<file path="src/shared/crc_sig_regs.vh">
// constants shared by the signature engine, its port checker and its bench
`ifndef CRC_SIG_REGS_VH
`define CRC_SIG_REGS_VH

// request kinds carried with every write
`define KIND_SEED 2'h0
`define KIND_BYTE 2'h1
`define KIND_WORD 2'h2
`define KIND_DWORD 2'h3

// mode select: 0 picks the 16-bit signature, 1 the 32-bit one
`define MODE_SHORT 1'h0
`define MODE_LONG 1'h1

// bytes folded per request kind
`define BYTES_BYTE 3'h1
`define BYTES_WORD 3'h2
`define BYTES_DWORD 3'h4
`define BYTES_ONE 3'h1

// generator polynomials in reflected form
`define POLY_LONG 32'hEDB8_8320
`define POLY_SHORT 32'h0000_8408

// signature values after reset
`define SEED_SHORT_RESET 16'hFFFF
`define SEED_LONG_RESET 32'hFFFF_FFFF

// request fifo layout and depth
`define REQ_WIDTH 36
`define REQ_DEPTH 4
`define REQ_DATA_LSB 0
`define REQ_DATA_MSB 31
`define REQ_MODE_BIT 32
`define REQ_REV_BIT 33
`define REQ_KIND_LSB 34
`define REQ_KIND_MSB 35

`endif

</file>
<file path="src/design/crc_sig_fifo.v">
// small request fifo with valid/ready on both sides
`timescale 1ns/100ps
`default_nettype none

module crc_sig_fifo #(
   parameter WIDTH = 36,
   parameter DEPTH = 4,
   parameter AW = 2
) (
   input wire clk, // system clock
   input wire rst, // synchronous reset, active high
   input wire in_valid, // producer offers a word
   output reg in_ready, // room for a word, registered
   input wire [WIDTH-1:0] in_data, // word offered
   output wire out_valid, // a word is waiting
   input wire out_ready, // consumer takes the word
   output wire [WIDTH-1:0] out_data // oldest word
);
   // full mark held at the counter's own width
   localparam [AW:0] FULL_COUNT = DEPTH;

   reg [WIDTH-1:0] mem [0:DEPTH-1];
   reg [AW-1:0] wr_ptr_q;
   reg [AW-1:0] rd_ptr_q;
   reg [AW:0] count_q;
   reg [AW:0] count_d;
   wire push;
   wire pop;

   assign push = in_valid && in_ready;
   assign pop = out_valid && out_ready;
   assign out_valid = (count_q != {(AW+1){1'b0}});
   assign out_data = mem[rd_ptr_q];

   always @* begin
      count_d = count_q;
      if (push && !pop) begin
         count_d = count_q + {{AW{1'b0}}, 1'b1};
      end else if (pop && !push) begin
         count_d = count_q - {{AW{1'b0}}, 1'b1};
      end
   end

   // pointers wrap naturally because depth is a power of two
   always @(posedge clk) begin
      if (rst) begin
         wr_ptr_q <= {AW{1'b0}};
         rd_ptr_q <= {AW{1'b0}};
         count_q <= {(AW+1){1'b0}};
         in_ready <= 1'b0;
      end else begin
         if (push) begin
            wr_ptr_q <= wr_ptr_q + {{(AW-1){1'b0}}, 1'b1};
         end
         if (pop) begin
            rd_ptr_q <= rd_ptr_q + {{(AW-1){1'b0}}, 1'b1};
         end
         count_q <= count_d;
         in_ready <= (count_d != FULL_COUNT);
      end
   end

   always @(posedge clk) begin
      if (push) begin
         mem[wr_ptr_q] <= in_data;
      end
   end
endmodule // crc_sig_fifo

`default_nettype wire

</file>
<file path="src/design/crc_sig_engine.v">
// 16-bit and 32-bit signature engine fed by queued write requests
`timescale 1ns/100ps
`default_nettype none
`include "crc_sig_regs.vh"

//
// Contract
// RULE1: no interrupt output or flag; signatures only.
// RULE2: separate 16-bit and 32-bit signatures, each with seed, data and result.
// RULE3: seed write loads the start signature, dropping the old one.
// RULE4: normal result gives the signature, bit 0 least significant.
// RULE5: reversed result gives the signature bit-reversed, bit 0 at the top.
// RULE6: normal 8/16-bit data writes fold into the signature, bit 0 least significant.
// RULE7: 32-bit data writes are accepted only in the 32-bit mode.
// RULE8: reversed writes flip bits within each byte, then fold as usual.
// RULE9: software names the mode on every access and keeps it per signature.
// RULE10: 32-bit uses the 802.3 polynomial, 16-bit uses CCITT; no bus stall. WR_READY drops while the 4-entry queue is full.
module crc_sig_engine (
   input wire CLOCK, // system clock, 100 MHz
   input wire RST, // synchronous reset, active high
   input wire WR_VALID, // write request offered
   output wire WR_READY, // request queue has room
   input wire [1:0] WR_KIND, // seed, byte, word or dword
   input wire WR_REV, // data given in bit-reversed form
   input wire WR_MODE, // 0 short signature, 1 long signature
   input wire [31:0] WR_DATA, // seed or data word
   input wire RD_MODE, // signature shown on the result ports
   output reg [31:0] RESULT, // selected signature, normal order
   output reg [31:0] RESULT_REV, // selected signature, reversed order
   output reg IDLE // queue empty and nothing being folded
);
   localparam ST_IDLE = 1'b0;
   localparam ST_RUN = 1'b1;

   // one reflected crc step over a byte; works for either width
   // because the short signature keeps its upper half at zero
   function [31:0] fold_byte;
      input [31:0] crc;
      input [7:0] data;
      input [31:0] poly;
      integer i;
      reg [31:0] c;
      begin
         c = crc ^ {24'h00_0000, data};
         for (i = 0; i < 8; i = i + 1) begin
            if (c[0]) begin
               c = (c >> 1) ^ poly;
            end else begin
               c = c >> 1;
            end
         end
         fold_byte = c;
      end
   endfunction

   function [2:0] byte_count;
      input [1:0] kind;
      begin
         case (kind)
            `KIND_BYTE: byte_count = `BYTES_BYTE;
            `KIND_WORD: byte_count = `BYTES_WORD;
            `KIND_DWORD: byte_count = `BYTES_DWORD;
            default: byte_count = `BYTES_ONE;
         endcase
      end
   endfunction

   wire fifo_ready;
   wire req_valid;
   wire req_ready;
   wire [`REQ_WIDTH-1:0] req;
   wire [1:0] req_kind;
   wire req_rev;
   wire req_mode;
   wire [31:0] req_data;
   wire [31:0] req_data_flip;
   wire [31:0] short_wide;
   wire [31:0] sig_sel;
   wire [31:0] sig_sel_rev;

   reg state_q;
   reg state_d;
   reg [15:0] short_sig_q;
   reg [15:0] short_sig_d;
   reg [31:0] long_sig_q;
   reg [31:0] long_sig_d;
   reg [31:0] buf_q;
   reg [31:0] buf_d;
   reg [2:0] left_q;
   reg [2:0] left_d;
   reg mode_q;
   reg mode_d;
   reg [31:0] folded;

   assign WR_READY = fifo_ready;

   // queueing the writes lets the bus run ahead while bytes fold, until the 4-entry queue fills and WR_READY drops [RULE10]
   crc_sig_fifo #(
      .WIDTH(`REQ_WIDTH),
      .DEPTH(`REQ_DEPTH),
      .AW(2)
   ) i_crc_sig_fifo (
      .clk(CLOCK),
      .rst(RST),
      .in_valid(WR_VALID),
      .in_ready(fifo_ready),
      .in_data({WR_KIND, WR_REV, WR_MODE, WR_DATA}),
      .out_valid(req_valid),
      .out_ready(req_ready),
      .out_data(req)
   );

   assign req_kind = req[`REQ_KIND_MSB:`REQ_KIND_LSB];
   assign req_rev = req[`REQ_REV_BIT];
   assign req_mode = req[`REQ_MODE_BIT];
   assign req_data = req[`REQ_DATA_MSB:`REQ_DATA_LSB];
   assign req_ready = (state_q == ST_IDLE);

   assign short_wide = {16'h0000, short_sig_q};
   assign sig_sel = (RD_MODE == `MODE_LONG) ? long_sig_q : short_wide;

   genvar g;
   generate
      for (g = 0; g < 32; g = g + 1) begin : g_flip
         // reversed input: flip bits inside each byte [RULE8]
         assign req_data_flip[g] = req_data[(g / 8) * 8 + 7 - (g % 8)];
      end
      for (g = 0; g < 32; g = g + 1) begin : g_res_rev
         // short signature reversed across its own 16 bits [RULE5]
         if (g < 16) begin : g_lo
            assign sig_sel_rev[g] = (RD_MODE == `MODE_LONG) ?
                                    long_sig_q[31 - g] : short_sig_q[15 - g];
         end else begin : g_hi
            assign sig_sel_rev[g] = (RD_MODE == `MODE_LONG) ? long_sig_q[31 - g] : 1'b0;
         end
      end
   endgenerate

   // the selected mode's polynomial folds the lowest waiting byte [RULE10]
   always @* begin
      if (mode_q == `MODE_LONG) begin
         folded = fold_byte(long_sig_q, buf_q[7:0], `POLY_LONG);
      end else begin
         folded = fold_byte(short_wide, buf_q[7:0], `POLY_SHORT);
      end
   end

   always @* begin
      state_d = state_q;
      short_sig_d = short_sig_q;
      long_sig_d = long_sig_q;
      buf_d = buf_q;
      left_d = left_q;
      mode_d = mode_q;
      case (state_q)
         ST_IDLE: begin
            if (req_valid) begin
               if (req_kind == `KIND_SEED) begin
                  // each mode keeps its own seed and signature [RULE2]
                  if (req_mode == `MODE_LONG) begin
                     long_sig_d = req_data; // [RULE3]
                  end else begin
                     short_sig_d = req_data[15:0]; // [RULE3]
                  end
               end else if (req_kind == `KIND_DWORD && req_mode == `MODE_SHORT) begin
                  // no 32-bit data input in the short mode: dropped [RULE7]
                  state_d = ST_IDLE;
               end else begin
                  // low byte first; normal data keeps bit 0 as lsb [RULE6]
                  buf_d = req_rev ? req_data_flip : req_data; // [RULE8]
                  left_d = byte_count(req_kind);
                  mode_d = req_mode; // [RULE9]
                  state_d = ST_RUN;
               end
            end
         end
         ST_RUN: begin
            if (mode_q == `MODE_LONG) begin
               long_sig_d = folded; // [RULE6]
            end else begin
               short_sig_d = folded[15:0]; // [RULE6]
            end
            buf_d = buf_q >> 8;
            left_d = left_q - `BYTES_ONE;
            if (left_q == `BYTES_ONE) begin
               state_d = ST_IDLE;
            end
         end
         default: begin
            state_d = ST_IDLE;
         end
      endcase
   end

   always @(posedge CLOCK) begin
      if (RST) begin
         state_q <= ST_IDLE;
         short_sig_q <= `SEED_SHORT_RESET;
         long_sig_q <= `SEED_LONG_RESET;
         buf_q <= 32'h0000_0000;
         left_q <= 3'h0;
         mode_q <= `MODE_SHORT;
      end else begin
         state_q <= state_d;
         short_sig_q <= short_sig_d;
         long_sig_q <= long_sig_d;
         buf_q <= buf_d;
         left_q <= left_d;
         mode_q <= mode_d;
      end
   end

   // results lag the signature by one cycle; no interrupt path exists [RULE1]
   always @(posedge CLOCK) begin
      if (RST) begin
         RESULT <= 32'h0000_0000;
         RESULT_REV <= 32'h0000_0000;
         IDLE <= 1'b0;
      end else begin
         RESULT <= sig_sel; // [RULE4]
         RESULT_REV <= sig_sel_rev; // [RULE5]
         // taken from the current state so idle and the result settle together
         IDLE <= (state_q == ST_IDLE) && !req_valid && !WR_VALID;
      end
   end
endmodule // crc_sig_engine

`default_nettype wire

</file>
<file path="config.mk">
export PLATFORM = sky130hd
export DESIGN_NAME = crc_sig_engine
export DESIGN_NICKNAME = d
export VERILOG_FILES = /design/src/design/crc_sig_fifo.v /design/src/design/crc_sig_engine.v
export VERILOG_INCLUDE_DIRS = /design/src /design/src/shared
export SDC_FILE = /design/constraint.sdc
export NUM_CORES = 1
export LEC_CHECK = 0
export ABC_AREA = 1
export ABC_CLOCK_PERIOD_IN_PS = 3050
export BUFFER_PORTS_ARGS = -buffer_cell sky130_fd_sc_hd__buf_2
export CAP_MARGIN = 20
export CORE_MARGIN = 2
export CORE_UTILIZATION = 60
export DETAILED_ROUTE_END_ITERATION = 8
export GPL_ROUTABILITY_DRIVEN = 0
export PLACE_DENSITY = 0.92
export REMOVE_ABC_BUFFERS = 1
export SLEW_MARGIN = 20
export SYNTH_ARGS = -nofsm -noshare
export SYNTH_HDL_FRONTEND = slang
export SYNTH_SLANG_ARGS = --single-unit
</file>
<file path="constraint.sdc">
create_clock -name CLOCK -period 3.05 [get_ports CLOCK]
set_clock_uncertainty 0.15 [all_clocks]
set_input_delay 0.1525 -clock CLOCK [delete_from_list [all_inputs] [get_ports CLOCK]]
set_output_delay 0.1525 -clock CLOCK [all_outputs]
set_load 0.005 [all_outputs]
</file>
* Word-level counts from Yosys, hierarchy flattened
Memory sizes are Yosys's and may differ from the RTL's. A register that Yosys moved wholly into a read port is not among the register bits.
Index checks and enable logic that the tools add are counted.
** Storage, ports and cells
- Memories :: 1
- Register bits after elaboration :: 158
- Output and inout port bits :: 66
- Input bits :: 40
- Logic and storage cells :: 153
- RAM bits :: 144
** Operators by class
- Reductions and logical operators :: 18
- Bitwise gates (word level) :: 23
- Add/subtract/negate cells :: 5
- Equality and inequality tests :: 12
- Multiplexer cells :: 79
** Memories
- i_crc_sig_fifo.mem :: words 4, width 36, rd ports 1, clocked after memory_dff 1, wr ports 1, line crc_sig_fifo.v:22 : reg [WIDTH-1:0] mem [0:DEPTH-1];
** Operators by type and width (count)
- 2-to-1 mux 32 bit :: 31
- 2-to-1 mux 16 bit :: 13
- one-hot mux 32 bit (2 select lines) :: 2
- NOT 13 -> 14 bit :: 8
- one-hot mux 16 bit (2 select lines) :: 1
- bitwise XOR 32 x 8 -> 32 bit :: 1
- 2-to-1 mux 1 bit :: 22
- NOT 3 bit :: 7
- bitwise XOR 16 x 8 -> 16 bit :: 1
- 2-to-1 mux 3 bit :: 5
- != test 2 bit (second input constant) :: 6
- one-hot mux 3 bit (2 select lines) :: 2
- AND reduction 4 bit :: 3
- logical AND 1 bit :: 7
- subtractor 3 x 1 -> 3 bit (second input constant) :: 2
- NOT 1 bit :: 5
- adder 2 x 1 -> 2 bit (second input constant) :: 2
- == test 2 bit (second input constant) :: 2
- zero test 1 bit :: 4
- 2-to-1 mux 2 bit :: 2
- != test 2 x 1 -> 1 bit (second input constant) :: 2
- adder 3 x 1 -> 3 bit (second input constant) :: 1
- == test 3 x 1 -> 1 bit (second input constant) :: 1
- != test 3 bit (second input constant) :: 1
- other kinds (6) :: 6

* Depth between registers and ports, before layout
- Word-level depth :: 27
- Depth in mapped cells :: 16
- Depth with buffers taken out :: 16

* Cells and area by module
A second synthesis with hierarchy kept.
** Unflattened totals
- Cell total of the unflattened synthesis :: 1440
- Area, all modules :: 13096.3 um^2
** By module, submodules not included
- crc_sig_engine :: instances 1, area each 7214.4 um^2, cells each 1019
- crc_sig_fifo :: instances 1, area each 5881.9 um^2, cells each 421

* Worst setup path after synthesis
OpenSTA, ideal clock, no wires.
- Kind :: flip-flop to flip-flop
- From :: reg i_crc_sig_fifo.in_ready
- To :: mem i_crc_sig_fifo.mem[0][0], enable pin
- Cell stages (with the launch flop) :: 4
- Period minus slack after synthesis :: 2691 ps
- Setup time :: 429 ps
- Arrival :: 2111 ps
- Setup slack :: 359 ps
- Cells stage by stage :: dfxtp_1 -> nand2_1 -> clkbuf_1 -> nor2_1
** On the way
- Longest elaborated chain between the ends :: 3
** Ends and longest elaborated chain
- start: declaration :: line crc_sig_fifo.v:13 : output reg in_ready,
- start signal: assignment :: line crc_sig_fifo.v:59 : in_ready <= (count_d != FULL_COUNT);
- logical AND 1 bit :: line crc_sig_fifo.v:30 : assign push = in_valid && in_ready;
- 2-to-1 mux 1 bit :: line crc_sig_fifo.v:64 : if (push) begin
- 2-to-1 mux 1 bit (not written as such) :: line crc_sig_fifo.v:65 : mem[wr_ptr_q] <= in_data;
- end: declaration :: line crc_sig_fifo.v:22
No other way between the ends.

==> qor.csv <==
metric,value,unit
via_per_inst,5.77,
hold_start,RD_MODE,
grt_pass1_vias,10300,
insertedDiodeCount,0,
seq_area_frac_synth,0.573,
r2r-end,long_sig_q[30],
r2r_setup_slack,0.39,ns
drt_iter0_drc,1092,
reg2reg_depth,11,
drt_pass1_iterations,6,
final_max_slew_viol_count,0,
synth_area,0.0131,mm²
period_share,0.872,
start_kind,register,
io_pins,106,
cts_buffers,30,
ctsRootBufferMaster,clkbuf_16,
clockBufferDepth,3,
clock-sinks,304,
hold_viol_final,0,
p_leak,0.00642,µW
wire_per_inst,17.3,µm
finalNonFillerCells,1863,
hold_path.class,in -> reg,
final_nets,1614,
timing.final.ws_setup,0.391,ns
hold_end,RESULT_REV[1],
port_buffers,105,
finalSetupViolCount,0,
synth-main-ff-cell,dfxtp_1,
peakVddDrop,0.695,mV
drc_errors,0,
hold_ws,0.0774,ns
critPathCaptureType,register,
synth_edf_count,144,
place_ws,0.503,ns
drive_gt1_frac,0.153,
fillers,1545,
yosys_warnings,0,
place.detailed.hpwl,20700,µm
hold_depth,4,
fin_crit,2.66,ns
ys_ff_latch,304,
timing.fmax,376,MHz
placedCellCount,1775,
grt_pass1_wl,50900,µm
clock_latency,0.58,ns
cts_htree_levels,1,
ff_latch_area,0.00753,mm²
initial_utilization,0.606,
synth_area_leaders,"edfxtp_1, dfxtp_1, nand2_1, o21ai_0, nor2_1",
power_density,1150,mW/mm²
grt_usage,0.269,
arrival,3.00,ns
status,"complete, no violations",
yosys.area.top_type_share,0.329,
yosys.cell_types.count,44,
worst_ep_required_time,3.39,ns
multi_input_area,0.00492,mm²
maxCapViolCount,0,
rsz0062_at_grt,false,
finalWirelength,32200,µm
antenna_found_initial,0,
fp.dieArea,0.0231,mm²
crit_type,reg -> reg,
postCtsSetupBuffers,0,
chipWidth,152,µm
rows,54,
synth_largest_area_cell,edfxtp_1,
syn_inst,1445,
cts-resized-gates,0,
synthArstFlopShare,0,
cts.clk_slew.worst_paths,0.07,ns
ant_nets,0,
worstMarginPinSlew,0.930,ns
finalSetupTns,0,ns
overflow,0,
path_max_fanout,73,
grt_max_degree,74,
postSynthAreaPerCell,9.09,µm²
vias,10800,
die_y,152,µm
slew_headroom,0.378,
cts_tree,done,
cts_hold_buf,38,
core-area,0.0217,mm²
area_delta_synth_final,15.3,%
power,17400,µW
==> cells in the final DEF (no fill, tap or decap), types with 2 or more instances in the layout <==
cell type and instances:
buf_2 105, edfxtp_1 144, clkinv_2 6, nand2_2 14, nand3_1 72, a32oi_1 9
buf_4 19, clkbuf_16 30, bufinv_16 2, ha_1 9, nand2_1 361, o21ai_0 124
a32o_1 8, nor3_2 22, a21oi_1 77, o211ai_1 9, inv_1 84, dlygate4sd3_1 38
inv_4 2, nor2_2 10, o21ai_1 27, nor2_1 129, nand2_4 2, nor2_4 6
clkbuf_1 5, a31oi_1 3, xnor2_1 14, xor2_1 41, inv_2 8, clkinvlp_4 2
dfxtp_1 159, clkinv_1 2, o22ai_1 18, or2_2 2, nor3_1 2
==> routing by layer <==
| layer | vias up | GRT usage | part of all wire |
|---|---|---|---|
| met4 | 2 | 0.122 | 0.046 |
| met5 | - | 0 | 0.00068 |
| met1 | 4972 | 0.339 | 0.38 |
| li1 | 5060 | - | - |
| met3 | 127 | 0.0459 | 0.088 |
| met2 | 597 | 0.458 | 0.48 |
==> power by group <==
group	internal [µW]	switching [µW]
Combinational	2590	5740
Sequential	5100	454
Clock	2000	1540
Total	9680	7740
==> worst max-delay path by stage <==
stage                        start              to  slack, ns  depth (start not counted)
final                     register  long_sig_q[30]       0.39                         11
after global routing      register  long_sig_q[31]       0.19                         11
after CTS                 register  long_sig_q[30]       0.45                         11
after detailed placement  register  long_sig_q[30]       0.50                         11
after global placement    register  long_sig_q[30]       0.64                         11
after floorplan           register  long_sig_q[28]      -1.50                         11
==> stage by stage <==
stage               area (µm²)   util
floorplan                12800      -
global placement         13800  0.638
detailed placement       13800  0.638
CTS                      15100  0.699
global route             15100  0.699
finish                   15100  0.699
==> logic make-up after synthesis <==
group / share of synthesized area
AND/OR/NAND/NOR: 0.205
XOR/XNOR: 0.0400
buffers and inverters: 0.0554
AO/OA/AOI/OAI: 0.118
flip-flops: 0.573
adder cells (fa/ha/maj): 0.00857
==> critical path, cell delays in order (launching register included) <==
cell,delay (ns)
dfxtp_2,0.33
buf_4,0.57
nand2_1,0.15
nand3_1,0.14
nand2_1,0.10
inv_2,0.06
nand2_1,0.05
nand2_2,0.14
nand2_1,0.11
inv_2,0.49
a21oi_1,0.17
o21ai_1,0.11
==> flip-flops by register name, indices dropped and copies added, names as in the netlist, named ones only <==
| name | count |
|---|---|
| short_sig_q | 16 |
| i_crc_sig_fifo.count_q | 3 |
| i_crc_sig_fifo.wr_ptr_q | 2 |
| state_q | 1 |
| i_crc_sig_fifo.in_ready | 1 |
| IDLE | 1 |
| RESULT | 32 |
| left_q | 3 |
| buf_q | 32 |
| mode_q | 1 |
| i_crc_sig_fifo.mem | 144 |
| i_crc_sig_fifo.rd_ptr_q | 2 |
| long_sig_q | 32 |
| RESULT_REV | 32 |
==> cell usage after synthesis, types with 9 or more instances <==
cell      count
nor3_2       22
nand2_2      13
clkbuf_1     32
edfxtp_1    144
o22ai_1      18
o21ai_1      27
dfxtp_1     160
inv_1        85
xnor2_1      14
nor2_2       10
o211ai_1      9
nand3_1      72
a21oi_1      77
buf_1         9
ha_1          9
nor2_1      133
nand2_1     362
a32oi_1       9
xor2_1       41
o21ai_0     124
buf_2        22
==> final cells by class <==
class,instances,share of cell area
clock inverters,14,0.0103
well taps,280,0.0231
flip-flops and latches,304,0.497
clock buffers,36,0.0517
multi-input cells,971,0.324
inverters,96,0.0242
repair buffers,162,0.0692
Note: power is estimated with default switching activity, not from simulation.
